### src/cddc_consts.svh
// constants for the channel and converter configuration register bank
`ifndef CDDC_CONSTS_SVH
`define CDDC_CONSTS_SVH

// byte addresses: printed offsets are not all multiples of four, so address = 4 * index
`define CDDC_IDX_OVR_HI 8'h07
`define CDDC_IDX_OVR_LO 8'h08
`define CDDC_IDX_NYQ 8'h2d
`define CDDC_IDX_MIXBAND 8'h78
`define CDDC_IDX_WORD_HI 8'h7a
`define CDDC_IDX_WORD_LO 8'h7b
`define CDDC_IDX_LOSS 8'h7e
`define CDDC_IDX_CAL 8'hd5
`define CDDC_IDX_PAGE 8'hf0

`define CDDC_RST_OVR_HI 8'hff
`define CDDC_RST_OVR_LO 8'h00
`define CDDC_RST_NYQ 8'h00
`define CDDC_RST_MIXBAND 8'h00
`define CDDC_RST_WORD 8'h00
`define CDDC_RST_LOSS 8'h03
`define CDDC_RST_CAL 8'h00
`define CDDC_RST_PAGE 8'h00

// writable bit masks, reserved bits stay zero
`define CDDC_MSK_NYQ 8'h02
`define CDDC_MSK_MIXBAND 8'h07
`define CDDC_MSK_LOSS 8'h07
`define CDDC_MSK_CAL 8'h08
`define CDDC_MSK_PAGE 8'hff
`define CDDC_MSK_FULL 8'hff

`define CDDC_BIT_NYQ 1
`define CDDC_BIT_PREFILT 0
`define CDDC_BIT_BAND02 1
`define CDDC_BIT_SIGN 2
`define CDDC_BIT_LC13 0
`define CDDC_BIT_LC0 1
`define CDDC_BIT_LC467 2
`define CDDC_BIT_CAL 3

`define CDDC_RESP_OKAY 2'b00
`define CDDC_RESP_SLVERR 2'b10

`endif

### src/cddc_pkg.sv
// types for the channel and converter configuration register bank
package cddc_pkg;
  typedef enum logic [1:0] {
    CDDC_WR_IDLE = 2'b00,
    CDDC_WR_RESP = 2'b01
  } cddc_wr_e;
  typedef enum logic [0:0] {
    CDDC_RD_IDLE = 1'b0,
    CDDC_RD_DATA = 1'b1
  } cddc_rd_e;
endpackage

### src/cddc_reg8.sv
// one 8-bit read-write register with reset value and writable mask
`timescale 1ns/1ps
`default_nettype none
module cddc_reg8 #(
  parameter logic [7:0] RESET_VALUE = 8'h00,
  parameter logic [7:0] WRITE_MASK = 8'hff
) (
  input wire logic aclk,
  input wire logic aresetn,
  input wire logic wr_en,
  input wire logic [7:0] wr_data,
  output logic [7:0] value
);
  logic [7:0] value_q;
  wire logic [7:0] value_d = wr_en ? (wr_data & WRITE_MASK) : value_q;
  always_ff @(posedge aclk) begin
    if (!aresetn) begin
      value_q <= RESET_VALUE;
    end else begin
      value_q <= value_d;
    end
  end
  assign value = value_q;
endmodule
`default_nettype wire

### src/cddc_regs.sv
// per-channel and per-converter configuration registers behind an axi4-lite slave
//
// Added by the designer: register access over AXI4-Lite.
`timescale 1ns/1ps
`default_nettype none
`include "cddc_consts.svh"

// Functional notes
// - nyquist bit picks zone one or two trims
// - mode zero mixer at minus/plus quarter rate
// - modes zero/two band bit: low/high pass
// - prefilter bit: low-pass or high-pass
// - sixteen-bit oscillator word from two bytes
// - modes four/six/seven gain bit, reset zero
// - mode zero gain bit, reset one
// - modes one/three gain bit, reset one
// - upper overrange limit, reset all ones
// - lower overrange limit, software writable
// - calibration runs while enable bit set
module cddc_regs #(
  parameter int NUM_CH = 4,
  parameter int NUM_ADC = 8
) (
  input wire logic aclk,
  input wire logic aresetn,
  input wire logic [9:0] s_axi_awaddr,
  input wire logic s_axi_awvalid,
  output logic s_axi_awready,
  input wire logic [31:0] s_axi_wdata,
  input wire logic [3:0] s_axi_wstrb,
  input wire logic s_axi_wvalid,
  output logic s_axi_wready,
  output logic [1:0] s_axi_bresp,
  output logic s_axi_bvalid,
  input wire logic s_axi_bready,
  input wire logic [9:0] s_axi_araddr,
  input wire logic s_axi_arvalid,
  output logic s_axi_arready,
  output logic [31:0] s_axi_rdata,
  output logic [1:0] s_axi_rresp,
  output logic s_axi_rvalid,
  input wire logic s_axi_rready,
  output logic [NUM_CH-1:0] nyquist_zone_two,
  output logic [NUM_CH-1:0] prefilter_band_select,
  output logic [NUM_CH-1:0] band_select_modes_zero_two,
  output logic [NUM_CH-1:0] quarter_rate_mix_sign,
  output logic [16*NUM_CH-1:0] oscillator_frequency_word,
  output logic [NUM_CH-1:0] loss_comp_modes_four_six_seven,
  output logic [NUM_CH-1:0] loss_comp_mode_zero,
  output logic [NUM_CH-1:0] loss_comp_modes_one_three,
  output logic [8*NUM_ADC-1:0] fast_overrange_upper_limit,
  output logic [8*NUM_ADC-1:0] fast_overrange_lower_limit,
  output logic [NUM_ADC-1:0] calibration_run
);

  // ------------------------------------------------------------
  // write channel
  // ------------------------------------------------------------
  cddc_pkg::cddc_wr_e wr_state_q;
  cddc_pkg::cddc_wr_e wr_state_d;
  logic [9:0] awaddr_q;
  logic aw_held_q;
  logic [7:0] wdata_q;
  logic wstrb0_q;
  logic w_held_q;
  logic awready_q;
  logic wready_q;
  logic bvalid_q;
  logic [1:0] bresp_q;

  wire logic aw_take = s_axi_awvalid && awready_q;
  wire logic w_take = s_axi_wvalid && wready_q;
  wire logic aw_have = aw_held_q || aw_take;
  wire logic w_have = w_held_q || w_take;
  wire logic [9:0] wr_addr = aw_held_q ? awaddr_q : s_axi_awaddr;
  wire logic [7:0] wr_byte = w_held_q ? wdata_q : s_axi_wdata[7:0];
  wire logic wr_lane0 = w_held_q ? wstrb0_q : s_axi_wstrb[0];
  wire logic wr_fire = (wr_state_q == cddc_pkg::CDDC_WR_IDLE) && aw_have && w_have;
  wire logic [7:0] wr_idx = wr_addr[9:2];
  wire logic wr_aligned = (wr_addr[1:0] == 2'b00);

  // address decode for writes
  wire logic wsel_ovr_hi = wr_aligned && (wr_idx == `CDDC_IDX_OVR_HI);
  wire logic wsel_ovr_lo = wr_aligned && (wr_idx == `CDDC_IDX_OVR_LO);
  wire logic wsel_nyq = wr_aligned && (wr_idx == `CDDC_IDX_NYQ);
  wire logic wsel_mix = wr_aligned && (wr_idx == `CDDC_IDX_MIXBAND);
  wire logic wsel_whi = wr_aligned && (wr_idx == `CDDC_IDX_WORD_HI);
  wire logic wsel_wlo = wr_aligned && (wr_idx == `CDDC_IDX_WORD_LO);
  wire logic wsel_loss = wr_aligned && (wr_idx == `CDDC_IDX_LOSS);
  wire logic wsel_cal = wr_aligned && (wr_idx == `CDDC_IDX_CAL);
  wire logic wsel_page = wr_aligned && (wr_idx == `CDDC_IDX_PAGE);
  wire logic wr_hit = wsel_ovr_hi || wsel_ovr_lo || wsel_nyq || wsel_mix || wsel_whi || wsel_wlo
                      || wsel_loss || wsel_cal || wsel_page;
  wire logic wr_do = wr_fire && wr_hit && wr_lane0;

  always_comb begin
    wr_state_d = wr_state_q;
    case (wr_state_q)
      cddc_pkg::CDDC_WR_IDLE: begin
        if (wr_fire) begin
          wr_state_d = cddc_pkg::CDDC_WR_RESP;
        end
      end
      cddc_pkg::CDDC_WR_RESP: begin
        if (s_axi_bready) begin
          wr_state_d = cddc_pkg::CDDC_WR_IDLE;
        end
      end
      default: begin
        wr_state_d = cddc_pkg::CDDC_WR_IDLE;
      end
    endcase
  end

  wire logic wr_idle_next = (wr_state_d == cddc_pkg::CDDC_WR_IDLE);

  always_ff @(posedge aclk) begin
    if (!aresetn) begin
      wr_state_q <= cddc_pkg::CDDC_WR_IDLE;
      aw_held_q <= 1'b0;
      w_held_q <= 1'b0;
      awaddr_q <= 10'h000;
      wdata_q <= 8'h00;
      wstrb0_q <= 1'b0;
      awready_q <= 1'b0;
      wready_q <= 1'b0;
      bvalid_q <= 1'b0;
      bresp_q <= `CDDC_RESP_OKAY;
    end else begin
      wr_state_q <= wr_state_d;
      aw_held_q <= aw_have && !wr_fire;
      w_held_q <= w_have && !wr_fire;
      if (aw_take) begin
        awaddr_q <= s_axi_awaddr;
      end
      if (w_take) begin
        wdata_q <= s_axi_wdata[7:0];
        wstrb0_q <= s_axi_wstrb[0];
      end
      awready_q <= wr_idle_next && !(aw_have && !wr_fire);
      wready_q <= wr_idle_next && !(w_have && !wr_fire);
      bvalid_q <= (wr_state_d == cddc_pkg::CDDC_WR_RESP);
      if (wr_fire) begin
        bresp_q <= wr_hit ? `CDDC_RESP_OKAY : `CDDC_RESP_SLVERR;
      end
    end
  end

  // ------------------------------------------------------------
  // page selection
  // ------------------------------------------------------------
  // low bits pick channel pages, high bits pick converter pages
  logic [7:0] page_sel;
  cddc_reg8 #(.RESET_VALUE(`CDDC_RST_PAGE), .WRITE_MASK(`CDDC_MSK_PAGE)) u_page (
    .aclk(aclk),
    .aresetn(aresetn),
    .wr_en(wr_do && wsel_page),
    .wr_data(wr_byte),
    .value(page_sel)
  );
  wire logic [NUM_CH-1:0] ch_sel = page_sel[NUM_CH-1:0];
  wire logic [NUM_ADC-1:0] adc_sel = {NUM_ADC{page_sel[7]}} | NUM_ADC'(page_sel[6:NUM_CH]);

  // ------------------------------------------------------------
  // channel page copies
  // ------------------------------------------------------------
  logic [8*NUM_CH-1:0] nyq_v;
  logic [8*NUM_CH-1:0] mix_v;
  logic [8*NUM_CH-1:0] whi_v;
  logic [8*NUM_CH-1:0] wlo_v;
  logic [8*NUM_CH-1:0] loss_v;

  genvar gc;
  generate
    for (gc = 0; gc < NUM_CH; gc++) begin : g_ch
      // one write lands in every selected copy
      wire logic ch_wr = wr_do && ch_sel[gc];
      cddc_reg8 #(.RESET_VALUE(`CDDC_RST_NYQ), .WRITE_MASK(`CDDC_MSK_NYQ)) u_nyq (
        .aclk(aclk), .aresetn(aresetn), .wr_en(ch_wr && wsel_nyq), .wr_data(wr_byte),
        .value(nyq_v[8*gc +: 8])
      );
      cddc_reg8 #(.RESET_VALUE(`CDDC_RST_MIXBAND), .WRITE_MASK(`CDDC_MSK_MIXBAND)) u_mix (
        .aclk(aclk), .aresetn(aresetn), .wr_en(ch_wr && wsel_mix), .wr_data(wr_byte),
        .value(mix_v[8*gc +: 8])
      );
      cddc_reg8 #(.RESET_VALUE(`CDDC_RST_WORD), .WRITE_MASK(`CDDC_MSK_FULL)) u_whi (
        .aclk(aclk), .aresetn(aresetn), .wr_en(ch_wr && wsel_whi), .wr_data(wr_byte),
        .value(whi_v[8*gc +: 8])
      );
      cddc_reg8 #(.RESET_VALUE(`CDDC_RST_WORD), .WRITE_MASK(`CDDC_MSK_FULL)) u_wlo (
        .aclk(aclk), .aresetn(aresetn), .wr_en(ch_wr && wsel_wlo), .wr_data(wr_byte),
        .value(wlo_v[8*gc +: 8])
      );
      cddc_reg8 #(.RESET_VALUE(`CDDC_RST_LOSS), .WRITE_MASK(`CDDC_MSK_LOSS)) u_loss (
        .aclk(aclk), .aresetn(aresetn), .wr_en(ch_wr && wsel_loss), .wr_data(wr_byte),
        .value(loss_v[8*gc +: 8])
      );
    end
  endgenerate

  // ------------------------------------------------------------
  // converter page copies
  // ------------------------------------------------------------
  logic [8*NUM_ADC-1:0] ohi_v;
  logic [8*NUM_ADC-1:0] olo_v;
  logic [8*NUM_ADC-1:0] cal_v;

  genvar ga;
  generate
    for (ga = 0; ga < NUM_ADC; ga++) begin : g_adc
      wire logic adc_wr = wr_do && adc_sel[ga];
      cddc_reg8 #(.RESET_VALUE(`CDDC_RST_OVR_HI), .WRITE_MASK(`CDDC_MSK_FULL)) u_ohi (
        .aclk(aclk), .aresetn(aresetn), .wr_en(adc_wr && wsel_ovr_hi), .wr_data(wr_byte),
        .value(ohi_v[8*ga +: 8])
      );
      cddc_reg8 #(.RESET_VALUE(`CDDC_RST_OVR_LO), .WRITE_MASK(`CDDC_MSK_FULL)) u_olo (
        .aclk(aclk), .aresetn(aresetn), .wr_en(adc_wr && wsel_ovr_lo), .wr_data(wr_byte),
        .value(olo_v[8*ga +: 8])
      );
      cddc_reg8 #(.RESET_VALUE(`CDDC_RST_CAL), .WRITE_MASK(`CDDC_MSK_CAL)) u_cal (
        .aclk(aclk), .aresetn(aresetn), .wr_en(adc_wr && wsel_cal), .wr_data(wr_byte),
        .value(cal_v[8*ga +: 8])
      );
    end
  endgenerate

  // ------------------------------------------------------------
  // control outputs, one flop stage each; the overrange limits come straight from the registers
  // ------------------------------------------------------------
  logic [NUM_CH-1:0] nyq2_q;
  logic [NUM_CH-1:0] prefilt_q;
  logic [NUM_CH-1:0] band02_q;
  logic [NUM_CH-1:0] sign_q;
  logic [16*NUM_CH-1:0] word_q;
  logic [NUM_CH-1:0] lc467_q;
  logic [NUM_CH-1:0] lc0_q;
  logic [NUM_CH-1:0] lc13_q;
  logic [NUM_ADC-1:0] cal_q;

  genvar go;
  generate
    for (go = 0; go < NUM_CH; go++) begin : g_chout
      always_ff @(posedge aclk) begin
        if (!aresetn) begin
          nyq2_q[go] <= 1'(`CDDC_RST_NYQ >> `CDDC_BIT_NYQ);
          prefilt_q[go] <= 1'(`CDDC_RST_MIXBAND >> `CDDC_BIT_PREFILT);
          band02_q[go] <= 1'(`CDDC_RST_MIXBAND >> `CDDC_BIT_BAND02);
          sign_q[go] <= 1'(`CDDC_RST_MIXBAND >> `CDDC_BIT_SIGN);
          word_q[16*go +: 16] <= {`CDDC_RST_WORD, `CDDC_RST_WORD};
          lc467_q[go] <= 1'(`CDDC_RST_LOSS >> `CDDC_BIT_LC467);
          lc0_q[go] <= 1'(`CDDC_RST_LOSS >> `CDDC_BIT_LC0);
          lc13_q[go] <= 1'(`CDDC_RST_LOSS >> `CDDC_BIT_LC13);
        end else begin
          nyq2_q[go] <= nyq_v[8*go+`CDDC_BIT_NYQ];
          prefilt_q[go] <= mix_v[8*go+`CDDC_BIT_PREFILT];
          band02_q[go] <= mix_v[8*go+`CDDC_BIT_BAND02];
          sign_q[go] <= mix_v[8*go+`CDDC_BIT_SIGN];
          word_q[16*go +: 16] <= {whi_v[8*go +: 8], wlo_v[8*go +: 8]};
          lc467_q[go] <= loss_v[8*go+`CDDC_BIT_LC467];
          lc0_q[go] <= loss_v[8*go+`CDDC_BIT_LC0];
          lc13_q[go] <= loss_v[8*go+`CDDC_BIT_LC13];
        end
      end
    end
    for (go = 0; go < NUM_ADC; go++) begin : g_adcout
      always_ff @(posedge aclk) begin
        if (!aresetn) begin
          cal_q[go] <= 1'(`CDDC_RST_CAL >> `CDDC_BIT_CAL);
        end else begin
          cal_q[go] <= cal_v[8*go+`CDDC_BIT_CAL];
        end
      end
    end
  endgenerate

  // ------------------------------------------------------------
  // read channel
  // ------------------------------------------------------------
  // reads show the lowest-numbered selected copy
  cddc_pkg::cddc_rd_e rd_state_q;
  logic arready_q;
  logic rvalid_q;
  logic [7:0] rdata_q;
  logic [1:0] rresp_q;
  logic [2:0] ch_pick;
  logic [3:0] adc_pick;

  always_comb begin
    ch_pick = 3'h0;
    for (int i = NUM_CH - 1; i >= 0; i--) begin
      if (ch_sel[i]) begin
        ch_pick = 3'(i);
      end
    end
    adc_pick = 4'h0;
    for (int j = NUM_ADC - 1; j >= 0; j--) begin
      if (adc_sel[j]) begin
        adc_pick = 4'(j);
      end
    end
  end

  wire logic ar_take = s_axi_arvalid && arready_q;
  wire logic [7:0] rd_idx = s_axi_araddr[9:2];
  wire logic rd_aligned = (s_axi_araddr[1:0] == 2'b00);
  wire logic rsel_ovr_hi = rd_aligned && (rd_idx == `CDDC_IDX_OVR_HI);
  wire logic rsel_ovr_lo = rd_aligned && (rd_idx == `CDDC_IDX_OVR_LO);
  wire logic rsel_nyq = rd_aligned && (rd_idx == `CDDC_IDX_NYQ);
  wire logic rsel_mix = rd_aligned && (rd_idx == `CDDC_IDX_MIXBAND);
  wire logic rsel_whi = rd_aligned && (rd_idx == `CDDC_IDX_WORD_HI);
  wire logic rsel_wlo = rd_aligned && (rd_idx == `CDDC_IDX_WORD_LO);
  wire logic rsel_loss = rd_aligned && (rd_idx == `CDDC_IDX_LOSS);
  wire logic rsel_cal = rd_aligned && (rd_idx == `CDDC_IDX_CAL);
  wire logic rsel_page = rd_aligned && (rd_idx == `CDDC_IDX_PAGE);
  wire logic rd_hit = rsel_ovr_hi || rsel_ovr_lo || rsel_nyq || rsel_mix || rsel_whi || rsel_wlo
                      || rsel_loss || rsel_cal || rsel_page;
  wire logic [7:0] rd_byte = rsel_ovr_hi ? ohi_v[8*adc_pick +: 8] :
                             rsel_ovr_lo ? olo_v[8*adc_pick +: 8] :
                             rsel_cal ? cal_v[8*adc_pick +: 8] :
                             rsel_nyq ? nyq_v[8*ch_pick +: 8] :
                             rsel_mix ? mix_v[8*ch_pick +: 8] :
                             rsel_whi ? whi_v[8*ch_pick +: 8] :
                             rsel_wlo ? wlo_v[8*ch_pick +: 8] :
                             rsel_loss ? loss_v[8*ch_pick +: 8] :
                             rsel_page ? page_sel : 8'h00;

  always_ff @(posedge aclk) begin
    if (!aresetn) begin
      rd_state_q <= cddc_pkg::CDDC_RD_IDLE;
      arready_q <= 1'b0;
      rvalid_q <= 1'b0;
      rdata_q <= 8'h00;
      rresp_q <= `CDDC_RESP_OKAY;
    end else begin
      case (rd_state_q)
        cddc_pkg::CDDC_RD_IDLE: begin
          arready_q <= !ar_take;
          if (ar_take) begin
            rd_state_q <= cddc_pkg::CDDC_RD_DATA;
            rvalid_q <= 1'b1;
            rdata_q <= rd_byte;
            rresp_q <= rd_hit ? `CDDC_RESP_OKAY : `CDDC_RESP_SLVERR;
          end
        end
        cddc_pkg::CDDC_RD_DATA: begin
          if (s_axi_rready) begin
            rd_state_q <= cddc_pkg::CDDC_RD_IDLE;
            rvalid_q <= 1'b0;
            arready_q <= 1'b1;
          end
        end
        default: begin
          rd_state_q <= cddc_pkg::CDDC_RD_IDLE;
        end
      endcase
    end
  end

  // ------------------------------------------------------------
  // port drive
  // ------------------------------------------------------------
  assign s_axi_awready = awready_q;
  assign s_axi_wready = wready_q;
  assign s_axi_bvalid = bvalid_q;
  assign s_axi_bresp = bresp_q;
  assign s_axi_arready = arready_q;
  assign s_axi_rvalid = rvalid_q;
  assign s_axi_rdata = {24'h000000, rdata_q};
  assign s_axi_rresp = rresp_q;
  assign nyquist_zone_two = nyq2_q;
  assign prefilter_band_select = prefilt_q;
  assign band_select_modes_zero_two = band02_q;
  assign quarter_rate_mix_sign = sign_q;
  assign oscillator_frequency_word = word_q;
  assign loss_comp_modes_four_six_seven = lc467_q;
  assign loss_comp_mode_zero = lc0_q;
  assign loss_comp_modes_one_three = lc13_q;
  assign fast_overrange_upper_limit = ohi_v;
  assign fast_overrange_lower_limit = olo_v;
  assign calibration_run = cal_q;
endmodule
`default_nettype wire

### config.mk
export PLATFORM = sky130hd
export DESIGN_NAME = cddc_regs
export DESIGN_NICKNAME = d
export VERILOG_FILES = /design/src/cddc_pkg.sv /design/src/cddc_reg8.sv /design/src/cddc_regs.sv
export VERILOG_INCLUDE_DIRS = /design/src
export SDC_FILE = /design/constraint.sdc
export NUM_CORES = 1
export LEC_CHECK = 0
export ABC_CLOCK_PERIOD_IN_PS = 3700
export BUFFER_PORTS_ARGS = -buffer_cell sky130_fd_sc_hd__buf_4
export CORE_MARGIN = 2
export CORE_UTILIZATION = 40
export DETAILED_ROUTE_END_ITERATION = 12
export GPL_ROUTABILITY_DRIVEN = 0
export PLACE_DENSITY = 0.69
export RECOVER_POWER = 25
export SLEW_MARGIN = 5
export SYNTH_ARGS = -nofsm -noshare
export SYNTH_HDL_FRONTEND = slang
export SYNTH_HIERARCHICAL = 1
export SYNTH_SLANG_ARGS = --single-unit
export TNS_END_PERCENT = 100
### constraint.sdc
create_clock -name aclk -period 3.7 [get_ports aclk]
set_input_delay 0.185 -clock aclk [delete_from_list [all_inputs] [get_ports aclk]]
set_output_delay 0.185 -clock aclk [all_outputs]
set_load 0.005 [all_outputs]
Yosys cells after proc, flatten, opt, wreduce, memory -nomap -nowiden:

Cells that the tools add are included.

* register bits: 377
* latch bits: 0
* bits in writable memories: 0
* ROM bits: 0
* bits of input ports: 63
* output and inout bits: 269
* memories kept: 0

* $add $sub $neg: 0
* multiply operators: 0
* div/mod/pow operators: 0
* magnitude comparators: 0
* eq/ne operators: 22
* shift-type cells: 8
* muxes and demuxes: 37
* bitwise operators: 2
* reduce and logical (&&, ||, !) cells: 114

Operator list (count)
* $shiftx A64 B8 Y8: 3
* $shiftx A32 B7 Y8: 5
* $logic_and A1 B1 Y1: 86
* $mux W8: 10
* $eq A8 B7 Y1 const B: 8
* $eq A8 B8 Y1 const B: 4
* $mux W4: 7
* $logic_or A1 B1 Y1: 18
* $eq A8 B3 Y1 const B: 2
* $eq A8 B4 Y1 const B: 2
* $eq A8 B6 Y1 const B: 2
* $mux W3: 4
* $mux W10: 1
* $mux W2: 5
* $logic_not A2 Y1: 4
* $or A8 B3 Y8: 1
* $mux W1: 6
* $pmux W1 S2: 3
* $eq A2 B1 Y1 const B: 2
* $logic_not A1 Y1: 4
* $ne A2 B2 Y1 const B: 2
* $pmux W2 S2: 1
* $reduce_and A2 Y1: 2
* $not A1 Y1: 1

Longest topological paths before layout:

* word-level depth: 15
* mapped depth: 12

Cells and area by module:

Netlist, hierarchy kept.

By module, submodules not included
* cddc_regs: instances 1, cells each 923, area an instance 7683.6 µm², sequential area each 2782.7 µm²
* cddc_reg8 at g_adc[0].u_olo ...: instances 17, cells each 25, area an instance 301.5 µm², sequential area each 160.2 µm²
* cddc_reg8 at g_adc[0].u_ohi ...: instances 8, cells each 26, area an instance 285.3 µm², sequential area each 160.2 µm²
* cddc_reg8 at g_adc[0].u_cal ...: instances 12, cells each 11, area an instance 92.6 µm², sequential area each 20.0 µm²
* cddc_reg8 at g_ch[0].u_mix ...: instances 4, cells each 15, area an instance 150.1 µm², sequential area each 60.1 µm²
* cddc_reg8 at g_ch[0].u_loss ...: instances 4, cells each 15, area an instance 145.1 µm², sequential area each 60.1 µm²

Least setup slack after synthesis:

Ideal clock, no wire load.

* path kind: register to register
* from: reg aw_held_q
* to: reg g_ch[0].u_mix.value_q[1]
* setup time: 0.117 ns
* arrival: 2.515 ns
* required time: 3.583 ns
* path slack: 1.068 ns
* stages on the path, launching flop included: 10
* period minus slack after synthesis: 2.632 ns
* cells stage by stage: dfxtp_1 buf_6 or3b_4 and2_4 or4_4 o2111a_1 buf_6 nor4_1 mux2i_1 nor2b_1

* word-level cells in the longest chain between the ends: 15
* elaborated cells between the ends (all ways): 35
* those cells by class: eq/ne: 9; mux: 1; reduce/logical: 25

Ends and longest elaborated chain
* from (decl): RTL line cddc_regs.sv:62 `logic aw_held_q;`
* from (signal assigned): RTL line cddc_regs.sv:131 `aw_held_q <= aw_have && !wr_fire;`
* $mux W10: RTL line cddc_regs.sv:75 `wire logic [9:0] wr_addr = aw_held_q ? awaddr_q : s_axi_awaddr;`
* $eq A8 B3 Y1 (no line) (tied with other cells)
* $logic_and A1 B1 Y1, on equally long branches: RTL line cddc_regs.sv:83, cddc_regs.sv:84
* $logic_or A1 B1 Y1 (5 in a row): RTL line cddc_regs.sv:92 `wire logic wr_hit = wsel_ovr_hi || wsel_ovr_lo || wsel_nyq || wsel_mix || wsel_whi || wsel_wlo`
* $logic_or A1 B1 Y1 (3 in a row): RTL line cddc_regs.sv:93 `|| wsel_loss || wsel_cal || wsel_page;`
* $logic_and A1 B1 Y1 (2 in a row): RTL line cddc_regs.sv:94 `wire logic wr_do = wr_fire && wr_hit && wr_lane0;`
* $logic_and A1 B1 Y1: RTL line cddc_regs.sv:177 `wire logic ch_wr = wr_do && ch_sel[gc];`
* $logic_and A1 B1 Y1 (*): RTL line cddc_regs.sv:183 `.aclk(aclk), .aresetn(aresetn), .wr_en(ch_wr && wsel_mix), .wr_data(wr_byte),`
* to (signal assigned): RTL line cddc_reg8.sv:20 `value_q <= value_d;`
* to (decl): RTL line cddc_reg8.sv:14 `logic [7:0] value_q;`

Every way passes the cells marked *; elsewhere a longest branch is shown, timed or not.
A chain may end at the register's enable or synchronous reset.

Final worst setup path:

* from: reg aw_held_q
* to: reg g_ch[2].u_wlo.value_q[5]

* word-level cells in the longest chain between the ends: 15
* elaborated cells between the ends (all ways): 35
* those cells by class: eq/ne: 9; mux: 1; reduce/logical: 25

Ends and longest elaborated chain
* $mux W10: RTL line cddc_regs.sv:75
* $eq A8 B3 Y1 (no line) (tied with other cells)
* $logic_and A1 B1 Y1, on equally long branches: RTL line cddc_regs.sv:83, cddc_regs.sv:84
* $logic_or A1 B1 Y1 (5 in a row): RTL line cddc_regs.sv:92
* $logic_or A1 B1 Y1 (3 in a row): RTL line cddc_regs.sv:93
* $logic_and A1 B1 Y1 (2 in a row): RTL line cddc_regs.sv:94
* $logic_and A1 B1 Y1: RTL line cddc_regs.sv:177
* $logic_and A1 B1 Y1 (*): RTL line cddc_regs.sv:191 `.aclk(aclk), .aresetn(aresetn), .wr_en(ch_wr && wsel_wlo), .wr_data(wr_byte),`
* to (signal assigned): RTL line cddc_reg8.sv:20
* to (decl): RTL line cddc_reg8.sv:14

Marked as above.

==> reports/results.tsv <==
stage	metric	value	unit
floorplanning	CORE AREA	0.0420	mm²
place	post-place setup slack	0.265	ns
logic_synthesis	Synth Warn #	6	
clock_tree	Clock Sinks	375	
status	status	finished clean	
job	MaxCap Viol Count	0	
cells_and_area	fill cell count	3935	
setup_path	Buf+Inv Stages, Crit Path	0	
logic_synthesis	Syn Inst Count	1768	
power	P_int	6.87	mW
detailed_routing	final WL	50400	µm
hold_path	HP Class	in -> reg	
cells_and_area	commonest non-fill, non-tap cell in the layout	dfxtp_1	
detailed_routing	Pre-Repair DR Iteration Count	5	
setup_path	startpoint types	flip-flop	
cells_and_area	most frequent cells in the layout	374 x dfxtp_1, 248 x mux2i_1, 189 x nor2b_1, 165 x nand2_1, 165 x buf_4	
global_routing	largest net degree at the start of global routing	171	
power	Pwr per Cell Area	427	mW/mm²
sta	fmax	0.310	GHz
clock_tree	CTS max path bufs	3	
sta	final count of pins violating max slew	0	
sta	RSZ-0062 raised after global routing	no	
power	Sw Pwr	1.98	mW
setup_path	Max stage delay on crit path	0.62	ns
detailed_routing	Vias/cell	5.10	
clock_tree	H-tree levels	2	
global_routing	initial antenna violation count	3	
power	Sequential Power Share	46.0	%
global_routing	GRT overflow	0	
sta	Max Clock Skew	0.0178	ns
global_routing	aggregate global-route resource usage	22.3	%
clock_tree	Reg clk slew, reported paths	0.06	ns
global_routing	global-route wire length before repair	77000	µm
setup_path	Slowest cell on crit path	or4_4	
setup_path	critical-path cell list	nor3b_2 -> o221ai_1 -> or4_4 -> o2111a_1 -> nor4_4 -> and2_1 -> mux2i_1 -> nor2b_1	
clock_tree	CTS tree	built	
floorplanning	I/O Pins	332	
setup_path	Setup Crit Path Kind	reg -> reg	
power	Leakage	7.66	nW
detailed_routing	initial drt markers	814	
place	Post-Place Cell Area	0.0192	mm²
place	detailed placement HPWL	34800	µm
clock_tree	CTS Buf Count	41	
power	Logic pwr share	4.9	%
cells_and_area	fin area	0.0208	mm²
power	Sw Share	22.4	%
place	port buffer count	278	
floorplanning	Die ar.	0.0444	mm²
floorplanning	Initial Util	40.7	%
setup_path	CP endpoint kind	flip-flop	
sta	Slew @ Worst Pin	1.12	ns
cells_and_area	post-route insts no fill	2613	
detailed_routing	# DRC	0	
logic_synthesis	Post-Syn Area	0.0171	mm²
setup_path	Critical Path AT	3.68	ns
setup_path	CP Data Required Time	4.15	ns
logic_synthesis	syn avg cell area	9.67	µm²
floorplanning	num rows	75	
sta	# setup viols final	0	
power	VDD IR-drop max	0.330	mV
sta	hold slack	0.128	ns
detailed_routing	Final ANT Viol Nets	0	
power	power share of the clock group	49.1	%
setup_path	crit-path max FO	22	
sta	setup_tns	0	ns
clock_tree	clock root cell	clkbuf_16	
sta	final setup margin	0.471	ns
sta	final hold vios	0	
floorplanning	Die W	211	µm
sta	Tmin final	3.23	ns
sta	Slew headroom	25.2	%
setup_path	top cell family by delay on the critical path	simple AND/OR/NAND/NOR gates	
sta	fin crit share	87.3	%
detailed_routing	Avg WL per Cell	19.3	µm
cells_and_area	layout cells sized above 1	19.9	%
place	Cell Count Post-Placement	2514	
global_routing	vias in the first global route	13100	
detailed_routing	total number of vias	13300	
clock_tree	Clk Latency, worst-skew pair	0.57	ns
cells_and_area	post-layout net count	2103	
cells_and_area	Area growth, synth to finish	21.4	%
floorplanning	Die Y	211	µm
[repair_timing]
item,in CTS,in global routing
resized for setup,0,1
hold buffers,22,0
endpoints found under the setup margin,0,4
setup buffers,0,0
endpoints found under the hold margin,64,0
[routing by layer]
metal | part of all wire [%] | track usage (%) | wire length, µm
met1 | 42 | 27.3 | 21100
met4 | 2.8 | 7.50 | 1420
met5 | 0.026 | 0 | 13
met2 | 47 | 37.4 | 23900
met3 | 7.9 | 6.57 | 3980
[path summary, 6_finish.rpt]
kind	start	to	slack, ns	cells past startpoint
worst max-delay path	aw_held_q	g_ch[2].u_wlo/value[5]	0.47	8
worst min-delay path	s_axi_wvalid	wdata_q[1]	0.13	4
worst max register to register	aw_held_q	g_ch[2].u_wlo/value[5]	0.47	8
worst min register to register	rdata_q[7]	rdata_q[7]	0.46	2
[registers in the layout, summed over array words and instances (netlist names), 8 cells and up]
register and flops:
oscillator_frequency_word 64, awaddr_q 10, g_adc.u_cal/value 8, g_ch.u_mix/value 12, g_adc.u_olo/value 64, g_ch.u_whi/value 32
calibration_run 8, u_page/value 8, rdata_q 8, wdata_q 8, g_ch.u_wlo/value 32, g_adc.u_ohi/value 64
g_ch.u_loss/value 12
[worst reg2reg max path: cells and delay by family (launching register included)]
kind               cells  cell delay (ns)
DFF                    1             0.54
and+or+nand+nor        5             1.88
AOI/OAI and AO/OA      2             0.42
muxes                  1             0.27
[cell type report]
cell class / count / area [µm²] / share of cell area [%]
diodes: 2 / 5.00 / 0.0241
flip-flops and latches: 375 / 7510 / 36.2
inverters: 6 / 22.5 / 0.108
well taps: 539 / 674 / 3.25
multi-input cells: 1271 / 8540 / 41.1
clock inverters: 18 / 251 / 1.21
repair buffers: 345 / 2580 / 12.4
clock buffers: 57 / 1190 / 5.72
[per-stage QoR]
stage | total power, mW | util [%]
after CTS | 8.96 | 49.7
after detailed placement | 4.58 | 45.7
after global placement | 4.57 | 45.7
final | 8.86 | 49.4
after global routing | 9.16 | 49.4
after floorplan | 4.47 | -
[power groups by stage]
stage	logic, mW	clock network, mW	registers (mW)
detailed placement	0.411	0	4.17
global placement	0.402	0	4.16
global route	0.466	4.61	4.08
finish	0.433	4.35	4.08
floorplan	0.315	0	4.16
CTS	0.431	4.45	4.08
Power figures use the tool's default switching activity.
